## src/verilog/disk_cmd_pkg.sv

```systemverilog
// Shared constants and carrier types for the disk command logic.
package disk_cmd_pkg;
	// Register word indices on the Avalon-MM slave.
	localparam logic [3:0] REG_STATUS    = 4'h0;
	localparam logic [3:0] REG_DEVICE    = 4'h1;
	localparam logic [3:0] REG_UNIT_FUNC = 4'h2;
	localparam logic [3:0] REG_MODIFIER  = 4'h3;
	localparam logic [3:0] REG_BUF_OFF   = 4'h4;
	localparam logic [3:0] REG_BUF_SEG   = 4'h5;
	localparam logic [3:0] REG_WAKEUP    = 4'h6;
	localparam logic [3:0] REG_START     = 4'h7;
	localparam logic [3:0] REG_GEOM_A    = 4'h8;
	localparam logic [3:0] REG_GEOM_B    = 4'h9;
	// Status register bit positions.
	localparam int ST_BUSY  = 0;
	localparam int ST_DONE  = 1;
	localparam int ST_ERROR = 2;
	localparam int ST_SEEK  = 3;
	localparam int ST_HARD  = 6;
	// Function codes and device classes.
	localparam logic [7:0]  FN_INIT     = 8'h00;
	localparam logic [7:0]  FN_STATUS   = 8'h01;
	localparam logic [7:0]  FN_DISK_MAX = 8'h0f;
	localparam logic [7:0]  FN_TAPE_LO  = 8'h80;
	localparam logic [7:0]  FN_TAPE_HI  = 8'h84;
	localparam logic [15:0] DEV_FIXED   = 16'h0000;
	localparam logic [15:0] DEV_FLOPPY  = 16'h0001;
	localparam logic [15:0] DEV_TAPE    = 16'h0010;
	localparam int MOD_NO_IRQ  = 0;
	localparam int WAKE_EXT_EN = 2;
	localparam logic [7:0]  ENC_MFM     = 8'h01;
	// Transfer lengths in bytes.
	localparam logic [3:0]  EXT_LEN      = 4'h8;
	localparam logic [3:0]  STAT_LEN     = 4'hc;
	localparam logic [3:0]  STAT_LEN_EXT = 4'hd;
	// Error status buffer byte positions.
	localparam int ESB_DCYL  = 3;
	localparam int ESB_DHEAD = 5;
	localparam int ESB_DSEC  = 6;
	localparam int ESB_ACYL  = 7;
	localparam int ESB_AHEAD = 9;
	localparam int ESB_ASEC  = 10;
	localparam int ESB_RETRY = 11;
	localparam int ESB_EXT   = 12;
	// Error codes raised by this block itself.
	localparam logic [7:0] ERC_SEEK_BUSY  = 8'h16;
	localparam logic [7:0] ERC_BAD_FORMAT = 8'h17;
	localparam logic [7:0] ERC_BAD_SECLEN = 8'h21;
	localparam logic [7:0] ERC_BAD_CMD    = 8'h24;
	localparam logic [7:0] ERC_NOT_READY  = 8'h27;
	localparam logic       RST_WAITREQ    = 1'b1;
	localparam int         DRIVE_IDX_W    = 3;

	typedef struct packed {
		logic [15:0] cyl;
		logic [7:0]  head;
		logic [7:0]  sector;
	} pos_type;

	typedef struct packed {
		logic        valid;
		logic        floppy;
		logic [15:0] cyl;
		logic [7:0]  fixed_heads;
		logic [7:0]  remov_heads;
		logic [7:0]  spt;
		logic [15:0] seclen;
		logic [7:0]  alt_enc;
	} drive_param_type;

	typedef struct packed {
		logic       go;
		logic       write;
		logic [3:0] idx;
		logic [7:0] wdata;
	} mem_cmd_type;
endpackage

```

## src/verilog/drive_table.sv

```systemverilog
// Per-drive parameter store filled by the initialize command.
`timescale 1ns/10ps
module drive_table
#(
	parameter int NUM_DRIVES = 8,
	parameter int IDX_W      = 3
)
(
	input  wire logic                         clk,
	input  wire logic                         nrst,
	input  wire logic                         ce,
	input  wire logic                         wr_en,
	input  wire logic [IDX_W-1:0]             wr_idx,
	input  disk_cmd_pkg::drive_param_type     wr_data,
	input  wire logic [IDX_W-1:0]             rd_idx,
	output disk_cmd_pkg::drive_param_type     rd_data
);
	import disk_cmd_pkg::*;

	typedef struct packed {
		drive_param_type [NUM_DRIVES-1:0] ent;
	} table_state_type;

	table_state_type s;
	table_state_type next_s;
	drive_param_type next_ent [NUM_DRIVES];

	// Each entry loads only when it is addressed.
	for (genvar i = 0; i < NUM_DRIVES; i++)
	begin : g_ent
		assign next_ent[i] = (wr_en && wr_idx == IDX_W'(i)) ? wr_data
			: s.ent[i];
	end

	// Gather the entries into the next state.
	always_comb
	begin
		next_s = s;
		for (int i = 0; i < NUM_DRIVES; i++)
		begin
			next_s.ent[i] = next_ent[i];
		end
	end

	// A reset leaves every drive uninitialised.
	always_ff @(posedge clk)
	begin
		if (!nrst)
			s <= '0;
		else if (ce)
			s <= next_s;
	end

	assign rd_data = s.ent[rd_idx];
endmodule

```

## src/verilog/host_mem_port.sv

```systemverilog
// Single-byte host memory master with segmented addressing.
`timescale 1ns/10ps
module host_mem_port
(
	input  wire logic                 clk,
	input  wire logic                 nrst,
	input  wire logic                 ce,
	input  disk_cmd_pkg::mem_cmd_type cmd,
	input  wire logic [15:0]          base_off,
	input  wire logic [15:0]          base_seg,
	output logic                      mem_req,
	output logic                      mem_we,
	output logic [19:0]               mem_addr,
	output logic [7:0]                mem_wdata,
	input  wire logic [7:0]           mem_rdata,
	input  wire logic                 mem_ack,
	output logic                      done,
	output logic [7:0]                rdata
);
	import disk_cmd_pkg::*;

	typedef struct packed {
		logic        req;
		logic        we;
		logic [19:0] addr;
		logic [7:0]  wdata;
		logic        done;
		logic [7:0]  rdata;
	} port_state_type;

	port_state_type s;
	port_state_type next_s;

	// Request stands until acknowledged; a new command is taken only idle.
	always_comb
	begin
		next_s = s;
		next_s.done = 1'b0;
		if (s.req)
		begin
			if (mem_ack)
			begin
				next_s.req = 1'b0;
				next_s.done = 1'b1;
				next_s.rdata = mem_rdata;
			end
		end
		else if (cmd.go)
		begin
			next_s.req = 1'b1;
			next_s.we = cmd.write;
			next_s.wdata = cmd.wdata;
			next_s.addr = {base_seg, 4'h0} + {4'h0, base_off}
				+ {16'h0, cmd.idx};
		end
	end

	always_ff @(posedge clk)
	begin
		if (!nrst)
			s <= '0;
		else if (ce)
			s <= next_s;
	end

	assign mem_req = s.req;
	assign mem_we = s.we;
	assign mem_addr = s.addr;
	assign mem_wdata = s.wdata;
	assign done = s.done;
	assign rdata = s.rdata;
endmodule

```

## src/verilog/disk_init_status.sv

```systemverilog
// Initialize and transfer-status command logic with error status buffer.
// Summary of operation
// Initialize stores drive parameters and seeks that drive to cylinder 0.
// Initialize fetches eight extension bytes at buffer offset and segment.
// Commands to uninitialised drives are refused and report an error.
// Host should initialize every drive after each reset.
// Zero cylinder count takes the drive out of service.
// Extension: cylinders, fixed, removable, sectors, length, alt/encoding.
// Host supplies sector length 128, 256, 512 or 1024 matching media.
// Floppy byte 7 is encoding FM/MFM; fixed disk byte 7 alternates.
// Transfer status writes the error buffer to host memory.
// Every non-status command clears the error buffer.
// Status is 13 bytes with extended enable, otherwise 12.
// Buffer layout: hard, soft, desired, actual with flags, retries, code.
// Byte 0 bits 3-7: RAM, ROM, seek busy, bad format, end of media.
// Bad format on both track marks or unassigned alternate access.
// Byte 1 bits: sector size through write protect, in order.
// ID sector length differing from initialised length flags size error.
// Byte 2 bits 3-7: data ECC, ID ECC, fault, cylinder, seek error.
// Status bit 6 shows a hard, uncorrectable ECC error.
// Device word 0000 fixed disk, 0001 floppy, 0010 tape.
// Modifier bit 0 suppresses the completion interrupt.
// Only one error is recorded per command.
`timescale 1ns/10ps
module disk_init_status
(
	input  wire logic                 clk,
	input  wire logic                 nrst,
	input  wire logic                 ce,
	input  wire logic [3:0]           avs_address,
	input  wire logic                 avs_read,
	input  wire logic                 avs_write,
	input  wire logic [31:0]          avs_writedata,
	output logic [31:0]               avs_readdata,
	output logic                      avs_waitrequest,
	output logic                      mem_req,
	output logic                      mem_we,
	output logic [19:0]               mem_addr,
	output logic [7:0]                mem_wdata,
	input  wire logic [7:0]           mem_rdata,
	input  wire logic                 mem_ack,
	output logic                      seek_req,
	output logic [2:0]                seek_unit,
	input  wire logic                 seek_done,
	output logic                      ext_go,
	output logic [7:0]                ext_func,
	input  wire logic                 ext_done,
	input  wire logic                 err_strobe,
	input  wire logic [7:0]           err_code,
	input  wire logic                 err_hard,
	input  disk_cmd_pkg::pos_type     err_desired,
	input  disk_cmd_pkg::pos_type     err_actual,
	input  wire logic [3:0]           err_flags,
	input  wire logic [7:0]           err_retries,
	input  wire logic                 id_strobe,
	input  wire logic [15:0]          id_seclen,
	input  wire logic                 fmt_check,
	input  wire logic                 fmt_alt_mark,
	input  wire logic                 fmt_defect_mark,
	input  wire logic                 alt_unassigned,
	output logic                      sel_mfm,
	output logic [7:0]                sel_alt_cyl,
	output logic                      cmd_irq
);
	import disk_cmd_pkg::*;

	typedef enum logic [2:0] {
		S_IDLE   = 3'b000,
		S_FETCH  = 3'b001,
		S_SEEK   = 3'b011,
		S_FINISH = 3'b010,
		S_XFER   = 3'b110,
		S_EXT    = 3'b100
	} fsm_type;

	typedef struct packed {
		fsm_type          fsm;
		logic             waitreq;
		logic [31:0]      readdata;
		logic [15:0]      device;
		logic [7:0]       unit;
		logic [7:0]       func;
		logic [15:0]      modifier;
		logic [15:0]      buf_off;
		logic [15:0]      buf_seg;
		logic [7:0]       wakeup;
		logic [7:0][7:0]  ext_bytes;
		logic [12:0][7:0] esb;
		logic [3:0]       idx;
		logic [3:0]       xfer_count;
		logic             err_taken;
		logic             busy;
		logic             done;
		logic             err_flag;
		logic             hard_ecc;
		mem_cmd_type      mem_cmd;
		logic             tbl_wr;
		logic             seek_req;
		logic [2:0]       seek_unit;
		logic             ext_go;
		logic             cmd_irq;
		logic             sel_mfm;
		logic [7:0]       sel_alt_cyl;
	} main_state_type;

	main_state_type  s;
	main_state_type  next_s;
	drive_param_type tbl_sel;
	drive_param_type tbl_new;
	logic [2:0]      drive_idx;
	logic            mem_done;
	logic [7:0]      mem_byte;
	logic            is_tape;
	logic [3:0]      stat_len;

	// Maps a code onto {in-table, byte, bit}; others go to the code byte.
	function automatic logic [5:0] err_slot(input logic [7:0] c);
		logic [3:0] hi;
		logic [3:0] lo;
		logic       ok;
		hi = c[7:4];
		lo = c[3:0];
		ok = (hi >= 4'h1) && (hi <= 4'h3) && (lo <= 4'h8)
			&& (lo >= ((hi == 4'h2) ? 4'h1 : 4'h4));
		err_slot = {ok, 2'(hi - 4'h1), 3'(lo - 4'h1)};
	endfunction

	// Drives are indexed by class and low unit bits.
	assign is_tape = (s.device == DEV_TAPE);
	assign drive_idx = {s.device == DEV_FLOPPY, s.unit[1:0]};
	assign stat_len = s.wakeup[WAKE_EXT_EN] ? STAT_LEN_EXT
		: STAT_LEN;

	// Extension bytes in fixed order, low byte first in words.
	assign tbl_new = '{
		valid:       {s.ext_bytes[1], s.ext_bytes[0]} != 16'h0000,
		floppy:      s.device == DEV_FLOPPY,
		cyl:         {s.ext_bytes[1], s.ext_bytes[0]},
		fixed_heads: s.ext_bytes[2],
		remov_heads: s.ext_bytes[3],
		spt:         s.ext_bytes[4],
		seclen:      {s.ext_bytes[6], s.ext_bytes[5]},
		alt_enc:     s.ext_bytes[7]
	}; // see R05

	drive_table #(
		.NUM_DRIVES (8),
		.IDX_W      (DRIVE_IDX_W)
	) u_table (
		.clk     (clk),
		.nrst    (nrst),
		.ce      (ce),
		.wr_en   (s.tbl_wr),
		.wr_idx  (drive_idx),
		.wr_data (tbl_new),
		.rd_idx  (drive_idx),
		.rd_data (tbl_sel)
	);

	host_mem_port u_mem (
		.clk       (clk),
		.nrst      (nrst),
		.ce        (ce),
		.cmd       (s.mem_cmd),
		.base_off  (s.buf_off),
		.base_seg  (s.buf_seg),
		.mem_req   (mem_req),
		.mem_we    (mem_we),
		.mem_addr  (mem_addr),
		.mem_wdata (mem_wdata),
		.mem_rdata (mem_rdata),
		.mem_ack   (mem_ack),
		.done      (mem_done),
		.rdata     (mem_byte)
	);

	// Bus slave, command sequencer and error capture in one next-state step.
	always_comb
	begin
		logic       ev;
		logic [7:0] evc;
		logic       start;
		logic [5:0] slot;
		ev = 1'b0;
		evc = 8'h00;
		start = 1'b0;
		slot = 6'h00;
		next_s = s;
		next_s.mem_cmd.go = 1'b0;
		next_s.tbl_wr = 1'b0;
		next_s.seek_req = 1'b0;
		next_s.ext_go = 1'b0;
		next_s.cmd_irq = 1'b0;
		next_s.sel_mfm = tbl_sel.floppy && tbl_sel.alt_enc == ENC_MFM;
		next_s.sel_alt_cyl = tbl_sel.floppy ? 8'h00 : tbl_sel.alt_enc;

		// One wait cycle, then the answer; registers load on the free edge.
		next_s.waitreq = !((avs_read || avs_write) && s.waitreq);
		if ((avs_read || avs_write) && s.waitreq)
		begin
			next_s.readdata = 32'h0;
			unique case (avs_address)
				REG_STATUS:
				begin
					next_s.readdata[ST_BUSY] = s.busy;
					next_s.readdata[ST_DONE] = s.done;
					next_s.readdata[ST_ERROR] = s.err_flag;
					next_s.readdata[ST_SEEK] = s.fsm == S_SEEK;
					next_s.readdata[ST_HARD] = s.hard_ecc;
				end
				REG_DEVICE:    next_s.readdata[15:0] = s.device;
				REG_UNIT_FUNC: next_s.readdata[15:0] = {s.func, s.unit};
				REG_MODIFIER:  next_s.readdata[15:0] = s.modifier;
				REG_BUF_OFF:   next_s.readdata[15:0] = s.buf_off;
				REG_BUF_SEG:   next_s.readdata[15:0] = s.buf_seg;
				REG_WAKEUP:    next_s.readdata[7:0] = s.wakeup;
				REG_START:     next_s.readdata[3:0] = s.xfer_count;
				REG_GEOM_A:    next_s.readdata = {tbl_sel.seclen, tbl_sel.cyl};
				REG_GEOM_B:    next_s.readdata = {tbl_sel.alt_enc,
					tbl_sel.spt, tbl_sel.remov_heads, tbl_sel.fixed_heads};
				default:       next_s.readdata = 32'h0;
			endcase
		end

		// Command fields other than wakeup are frozen while a command runs.
		if (avs_write && !s.waitreq)
		begin
			if (avs_address == REG_WAKEUP)
				next_s.wakeup = avs_writedata[7:0];
			else if (avs_address == REG_START)
			begin
				if (s.fsm == S_SEEK)
				begin
					ev = 1'b1;
					evc = ERC_SEEK_BUSY;
				end
				start = !s.busy;
			end
			else if (!s.busy)
			begin
				unique case (avs_address)
					REG_DEVICE:    next_s.device = avs_writedata[15:0];
					REG_UNIT_FUNC: {next_s.func, next_s.unit}
						= avs_writedata[15:0];
					REG_MODIFIER:  next_s.modifier = avs_writedata[15:0];
					REG_BUF_OFF:   next_s.buf_off = avs_writedata[15:0];
					REG_BUF_SEG:   next_s.buf_seg = avs_writedata[15:0];
					default:       next_s.wakeup = s.wakeup;
				endcase
			end
		end

		// Dispatch a new command; the status command keeps the buffer.
		if (start)
		begin
			next_s.busy = 1'b1;
			next_s.done = 1'b0;
			next_s.err_flag = 1'b0;
			next_s.idx = 4'h0;
			next_s.seek_unit = drive_idx;
			if (s.func != FN_STATUS)
			begin
				next_s.esb = '0;
				next_s.err_taken = 1'b0;
				next_s.hard_ecc = 1'b0;
			end
			if (s.func == FN_INIT && !is_tape)
			begin
				next_s.fsm = S_FETCH;
				next_s.mem_cmd = '{go: 1'b1, write: 1'b0,
					idx: 4'h0, wdata: 8'h00};
			end
			else if (s.func == FN_STATUS)
			begin
				next_s.fsm = S_XFER;
				next_s.mem_cmd = '{go: 1'b1, write: 1'b1,
					idx: 4'h0, wdata: s.esb[0]};
			end
			else if (s.func > FN_DISK_MAX
				&& (s.func < FN_TAPE_LO || s.func > FN_TAPE_HI))
			begin
				next_s.fsm = S_FINISH;
				ev = 1'b1;
				evc = ERC_BAD_CMD;
			end
			else if (!is_tape && !tbl_sel.valid)
			begin
				next_s.fsm = S_FINISH;
				ev = 1'b1;
				evc = ERC_NOT_READY;
			end
			else
			begin
				next_s.fsm = S_EXT;
				next_s.ext_go = 1'b1;
			end
		end

		unique case (s.fsm)
			S_IDLE:
				next_s.busy = next_s.busy;
			S_FETCH:
				if (mem_done)
				begin
					next_s.ext_bytes[s.idx[2:0]] = mem_byte;
					if (s.idx == EXT_LEN - 4'h1)
					begin
						next_s.tbl_wr = 1'b1;
						if ({s.ext_bytes[1], s.ext_bytes[0]} != 16'h0000)
						begin
							next_s.fsm = S_SEEK;
							next_s.seek_req = 1'b1;
						end
						else
							next_s.fsm = S_FINISH;
					end
					else
					begin
						next_s.idx = s.idx + 4'h1;
						next_s.mem_cmd = '{go: 1'b1, write: 1'b0,
							idx: s.idx + 4'h1, wdata: 8'h00};
					end
				end
			S_SEEK:
				if (seek_done)
					next_s.fsm = S_FINISH;
			S_XFER:
				if (mem_done)
				begin
					if (s.idx == stat_len - 4'h1)
					begin
						next_s.fsm = S_FINISH;
						next_s.xfer_count = stat_len;
					end
					else
					begin
						next_s.idx = s.idx + 4'h1;
						next_s.mem_cmd = '{go: 1'b1, write: 1'b1,
							idx: s.idx + 4'h1, wdata: s.esb[s.idx + 4'h1]};
					end
				end
			S_EXT:
				if (ext_done)
					next_s.fsm = S_FINISH;
			S_FINISH:
			begin
				next_s.fsm = S_IDLE;
				next_s.busy = 1'b0;
				next_s.done = 1'b1;
				next_s.err_flag = s.err_taken;
				next_s.cmd_irq = !s.modifier[MOD_NO_IRQ];
			end
		endcase

		// Drive-side checks; block-raised errors take priority.
		if (!ev && id_strobe && id_seclen != tbl_sel.seclen)
		begin
			ev = 1'b1;
			evc = ERC_BAD_SECLEN;
		end
		else if (!ev && ((fmt_check && fmt_alt_mark && fmt_defect_mark)
			|| alt_unassigned))
		begin
			ev = 1'b1;
			evc = ERC_BAD_FORMAT;
		end
		else if (!ev && err_strobe)
		begin
			ev = 1'b1;
			evc = err_code;
		end

		// Applied after the clear above, so a same-cycle error survives.
		if (ev && !next_s.err_taken)
		begin
			next_s.err_taken = 1'b1;
			slot = err_slot(evc);
			if (slot[5])
				next_s.esb[slot[4:3]][slot[2:0]] = 1'b1; // see R13 see R15
			else
				next_s.esb[ESB_EXT] = evc;
			if (err_strobe && evc == err_code)
			begin
				next_s.hard_ecc = err_hard;
				{next_s.esb[ESB_DCYL + 1], next_s.esb[ESB_DCYL]}
					= err_desired.cyl;
				next_s.esb[ESB_DHEAD] = err_desired.head;
				next_s.esb[ESB_DSEC] = err_desired.sector;
				next_s.esb[ESB_ACYL] = err_actual.cyl[7:0];
				next_s.esb[ESB_ACYL + 1] = {err_flags,
					err_actual.cyl[11:8]};
				next_s.esb[ESB_AHEAD] = err_actual.head;
				next_s.esb[ESB_ASEC] = err_actual.sector;
				next_s.esb[ESB_RETRY] = err_retries;
			end
		end
	end

	// Synchronous reset; the clock enable freezes everything.
	always_ff @(posedge clk)
	begin
		if (!nrst)
		begin
			s <= '0;
			s.waitreq <= RST_WAITREQ;
		end
		else if (ce)
			s <= next_s;
	end

	assign avs_readdata = s.readdata;
	assign avs_waitrequest = s.waitreq;
	assign seek_req = s.seek_req;
	assign seek_unit = s.seek_unit;
	assign ext_go = s.ext_go;
	assign ext_func = s.func;
	assign sel_mfm = s.sel_mfm;
	assign sel_alt_cyl = s.sel_alt_cyl;
	assign cmd_irq = s.cmd_irq;
endmodule

```

## config.mk

```make
export PLATFORM = sky130hd
export DESIGN_NAME = disk_init_status
export DESIGN_NICKNAME = d
export VERILOG_FILES = /design/src/verilog/disk_cmd_pkg.sv /design/src/verilog/drive_table.sv /design/src/verilog/host_mem_port.sv /design/src/verilog/disk_init_status.sv
export SDC_FILE = /design/constraint.sdc
export NUM_CORES = 2
export LEC_CHECK = 0
export ABC_CLOCK_PERIOD_IN_PS = 11650
export BUFFER_PORTS_ARGS = -buffer_cell sky130_fd_sc_hd__buf_2
export CAP_MARGIN = 15
export CORE_MARGIN = 2
export CORE_UTILIZATION = 50
export DETAILED_ROUTE_END_ITERATION = 16
export HOLD_SLACK_MARGIN = 0.15
export PLACE_DENSITY_LB_ADDON = 0.08
export SETUP_SLACK_MARGIN = 0.5
export SYNTH_ARGS = -nofsm -noshare
export SYNTH_HDL_FRONTEND = slang
export SYNTH_HIERARCHICAL = 1
export SYNTH_SLANG_ARGS = --single-unit
```

## constraint.sdc

```tcl
create_clock -name clk -period 11.65 [get_ports clk]
set_clock_uncertainty 0.1 [all_clocks]
set_input_delay 2.33 -clock clk [delete_from_list [all_inputs] [get_ports clk]]
set_output_delay 2.33 -clock clk [all_outputs]
set_load 0.005 [all_outputs]
```

======== Word-level counts from Yosys, hierarchy flattened ========
Index checks and enable logic that the tools add are counted.
operators by class
  reductions and logical operators ........ 65
  add/subtract/negate cells ............... 6
  mux-type cells .......................... 103
  magnitude comparators ................... 15
  equality and inequality tests ........... 31
  bitwise logic cells ..................... 5
operators with widths
  cell               number
  $mux 104           2
  $bmux 66 s3        1
  $mux 8             16
  $mux 108           1
  $or 104x32->104    1
  $mux 96            1
  $mux 72            1
  $mux 14            5
  $mux 66            1
  $bwmux 64          1
  $pmux 8 s7         1
  $pmux 4 s10        1
  $mux 3             12
  $mux 1             33
  $bmux 8 s4         1
  $pmux 16 s2        1
  $mux 30            1
  $reduce_and 6->1   5
  $logic_and 1x1->1  28
  $pmux 14 s2        1
  $demux 8 s3        1
  $reduce_and 2->1   11
  $add 20x16->20     1
  $add 20x4->20      1
  53 further kinds   97
storage, ports and cells
  output and inout bits ................... 86
  word-level logic and storage cells ...... 344
  input bits .............................. 159
  register bits ........................... 902

======== Longest topological paths before layout ========
  depth in word-level cells ............... 26
  depth in mapped cells ................... 22
  mapped depth without buffers ............ 18

======== Modules after synthesis ========
Netlist, hierarchy kept.
by module, submodules not included
  module            sequential area each (um^2)  area each (um^2)  cells an instance  instances
  drive_table       10570.1                      23020.8           2022               1
  disk_init_status  6666.4                       16210.5           1868               1
  host_mem_port     780.7                        2302.2            295                1

======== Worst setup path after synthesis ========
No wires, ideal clock.
  path kind ............................... input to register
  from .................................... input port avs_address[3]
  to ...................................... register s[49] (netlist name)
  path slack .............................. 6464 ps
  stages on the path ...................... 15
  required time ........................... 11489 ps
  buffers on the path ..................... 2
  setup time .............................. 61 ps
  arrival time ............................ 5025 ps
  cells stage by stage .................... buf_2 > nand3b_1 > or3_1 > nand2_2 > o22ai_1 > a31oi_1 > o21ai_0 > inv_1 > ha_1 > nand4b_1 > nor4_1 > o22a_1 > buf_2 > and4_1 > a32o_1
RTL lines
  item         line                    source
  from (decl)  disk_init_status.sv:30  input wire logic [3:0] avs_address,

==> summary.txt <==
Worst setup path
  – Worst setup EP type: flop
  – CP max stage cell: buf_4
  – Crit-path max FO: 49
  – Req. time, crit path: 12.12 ns
  – Buf/Inv on CP: 3
  – CP Launch Type: flop
  – CP delay by family, top: simple AND/OR/NAND/NOR gates
  – Critical-path cell list: nor4_4, and4_4, buf_4, mux4_2, mux2_4, xnor2_1, nand4_1, nor4_4, o22ai_1, a2111oi_0, nor4_2, nor3_4, buf_4, buf_4, mux2i_1
  – Worst path max stage delay: 0.77 ns
  – Top cell by count, worst path: buf_4
  – Crit path kind: reg2reg
  – Arrival @ worst endpoint: 7.30 ns

Global route
  – First-pass GRT wire length: 178,000 um
  – GRT Max-Usage Layer: met2
  – Met3 Use GR: 3.55%
  – Met2 global-route usage: 43.4%
  – Vias in the first global route: 29,600
  – GRT Total Usage: 26.6%
  – Largest net degree at the start of global routing: 184
  – Overflow after GRT: 0
  – Global-route met1 utilization: 37.6%
  – Initial antenna violation count: 8

Synth
  – Cells after Synth: 4,185
  – Synth Warn #: 6
  – Seq/Total Area, Yosys: 43.4%
  – EDFF count, synth: 0
  – Yosys reg bits: 900
  – Synth Flop Type: dfxtp_1
  – Distinct cells, synth: 101
  – Synthesized cell area: 41,500 um^2
  – Post-synth ARST share: 0%
  – Syn Nets: 4,365
  – Average cell area after synthesis: 9.92 um^2

Floorplan
  – Die Ht: 292 um
  – # IOs: 245
  – Die area: 85,400 um^2
  – Starting Density: 50.6%
  – Die width: 292 um
  – Rows: 105
  – Core area: 82,100 um^2

Detailed routing
  – Initial DRC Count: 2,283
  – DR WL/cell: 21.6 um
  – Routed Antenna Nets: 0
  – Via count: 30,600
  – DRC viols: 0
  – Via density: 5.71
  – Routed WL: 116,000 um
  – DRT Pass-1 Iters: 8

Status
  – Run status: complete, no violations

Timing
  – Slew of the pin with the lowest slew margin: 1.25 ns
  – Worst relative slew slack: 16.4%
  – Max Clk Rate: 0.146 GHz
  – Setup Viol. Count Final: 0
  – RSZ-0062 raised after global routing: false
  – Final hold vios: 0
  – Slew Viols, Final: 0
  – Setup TNS: 0 ns
  – Post-layout min period: 6.83 ns
  – Crit share post-route: 58.6%
  – Setup ws final: 4.82 ns

Clock tree
  – Clk buf depth: 3
  – CTS tree: done
  – Resized Gates After CTS: 0
  – H-Tree Level Count: 3
  – Clk sinks: 900
  – Clock slew at reported path FFs: 0.06 ns
  – Hold buffers post-CTS: 0
  – Clk_lat worst skew: 0.66 ns
  – Postcts setup bufs: 0
  – Root Buffer: clkbuf_16
  – Total CTS buffers: 96

Placement
  – RePlAce Congestion: 0.890
  – DP HPWL: 71,900 um
  – Place WS: 4.84 ns
  – IO Port Bufs: 224
  – Cells after DPL: 5,175

Min path
  – Hold/Removal Path Class: reg2reg

Layout
  – Non-filler cells, final: 5,355
  – Share of layout cells above drive strength 1: 16.4%
  – Fin nets: 4,384
  – Area Overhead vs Synth: 10.1%

Run
  – Max-cap violations: 0

Power and ir drop
  – Pwr Density: 139 nW/um^2
  – IR drop worst, VDD: 121 uV
  – Leakage power: 0.0165 uW
[logic make-up (layout without fill, tap and decap cells)]
group / Yosys count / after routing / synth area share, %
simple gates: 1516 / 1516 / 15.9
xor+xnor: 28 / 28 / 0.590
other cells: 0 / 6 / 0
compound gates: 463 / 463 / 7.88
mux: 883 / 883 / 26.6
flops: 900 / 900 / 43.4
buf+inv: 374 / 468 / 4.96
fa+ha+maj: 21 / 21 / 0.651
[per-layer routing]
metal	routed length, um	part of all wire (%)
met5	13	0.011
met1	54300	47
met4	1940	1.7
met2	53600	46
met3	5960	5.1
[final cells by class]
cell class | instances | area [um^2]
flip-flops and latches | 900 | 18000
multi-input cells | 2911 | 21600
fillers | 7307 | 36400
inverters | 16 | 60.1
clock buffers | 140 | 2830
well taps | 1070 | 1340
repair buffers | 279 | 1590
clock inverters | 33 | 318
diodes | 6 | 15.0
[sequential cells by signal, indices dropped and copies added, names as in the netlist]
name	count
s	275
u_mem/mem_addr	20
seek_unit	3
seek_req	1
ext_go	1
avs_readdata	32
u_mem/mem_wdata	8
sel_mfm	1
u_mem/rdata	8
u_table/s	528
drive_idx	2
u_mem/mem_req	1
sel_alt_cyl	8
cmd_irq	1
avs_waitrequest	1
u_mem/done	1
u_mem/mem_we	1
ext_func	8
[layout by cell type, fill, tap and decap left out, types with 52 or more instances in the layout]
| cell | netlist | routed |
|---|---|---|
| mux4_2 | 144 | 144 |
| nor2b_1 | 110 | 110 |
| clkbuf_16 | 0 | 97 |
| nand3_1 | 76 | 75 |
| mux2i_1 | 665 | 665 |
| a21oi_1 | 76 | 76 |
| nand2_1 | 1095 | 1095 |
| a21boi_0 | 117 | 117 |
| buf_2 | 64 | 223 |
| buf_4 | 78 | 52 |
| dfxtp_1 | 900 | 897 |
| o21ai_0 | 82 | 82 |
| nor2_1 | 79 | 73 |
| mux2_4 | 60 | 60 |
[cell usage after synthesis, types with 60 or more instances]
| cell | n | area (um^2) |
|---|---|---|
| nand2_1 | 1095 | 4110 |
| dfxtp_1 | 900 | 18000 |
| mux2i_1 | 665 | 6660 |
| clkbuf_1 | 189 | 709 |
| mux4_2 | 144 | 3240 |
| a21boi_0 | 117 | 878 |
| nor2b_1 | 110 | 688 |
| o21ai_0 | 82 | 410 |
| nor2_1 | 79 | 297 |
| buf_4 | 78 | 586 |
| a21oi_1 | 76 | 380 |
| nand3_1 | 76 | 380 |
| buf_2 | 64 | 320 |
| mux2_4 | 60 | 901 |
[path summary, 6_finish.rpt]
| check | endpoint | start | cells past startpoint | slack (ns) |
|---|---|---|---|---|
| max | s[114]$_SDFFE_PN0P_ | s[295]$_SDFFE_PN0P_ | 15 | 4.82 |
| min | u_mem/mem_addr[10]$_SDFFE_PN0P_ | u_mem/mem_addr[10]$_SDFFE_PN0P_ | 2 | 0.35 |
| max reg2reg | s[114]$_SDFFE_PN0P_ | s[295]$_SDFFE_PN0P_ | 15 | 4.82 |
| min reg2reg | u_mem/mem_addr[10]$_SDFFE_PN0P_ | u_mem/mem_addr[10]$_SDFFE_PN0P_ | 2 | 0.35 |
[through the flow]
step / total power (uW) / util, % / hold slack (ns) / cell area, um^2
6_report: 6360 / 55.7 / 0.347 / 45700
5_1_grt: 6550 / 55.7 / 0.363 / 45700
4_1_cts: 6410 / 55.6 / 0.348 / 45700
3_5_place_dp: 3370 / 51.8 / 0.342 / 42500
3_3_place_gp: 3370 / 51.8 / 0.333 / 42500
2_1_floorplan: 3290 / - / 0.320 / 41500
[report_power, final]
part / switching (uW) / internal (uW)
logic: 142 / 65.9
clock network: 1280 / 1770
registers: 8.30 / 3090
total: 1430 / 4920
[tightest hold or removal path, stage by stage, from the launching register on]
cell     delay, ns
dfxtp_1       0.30
nand2_1       0.05
a21oi_1       0.05
(Power assumes the default switching activity.)
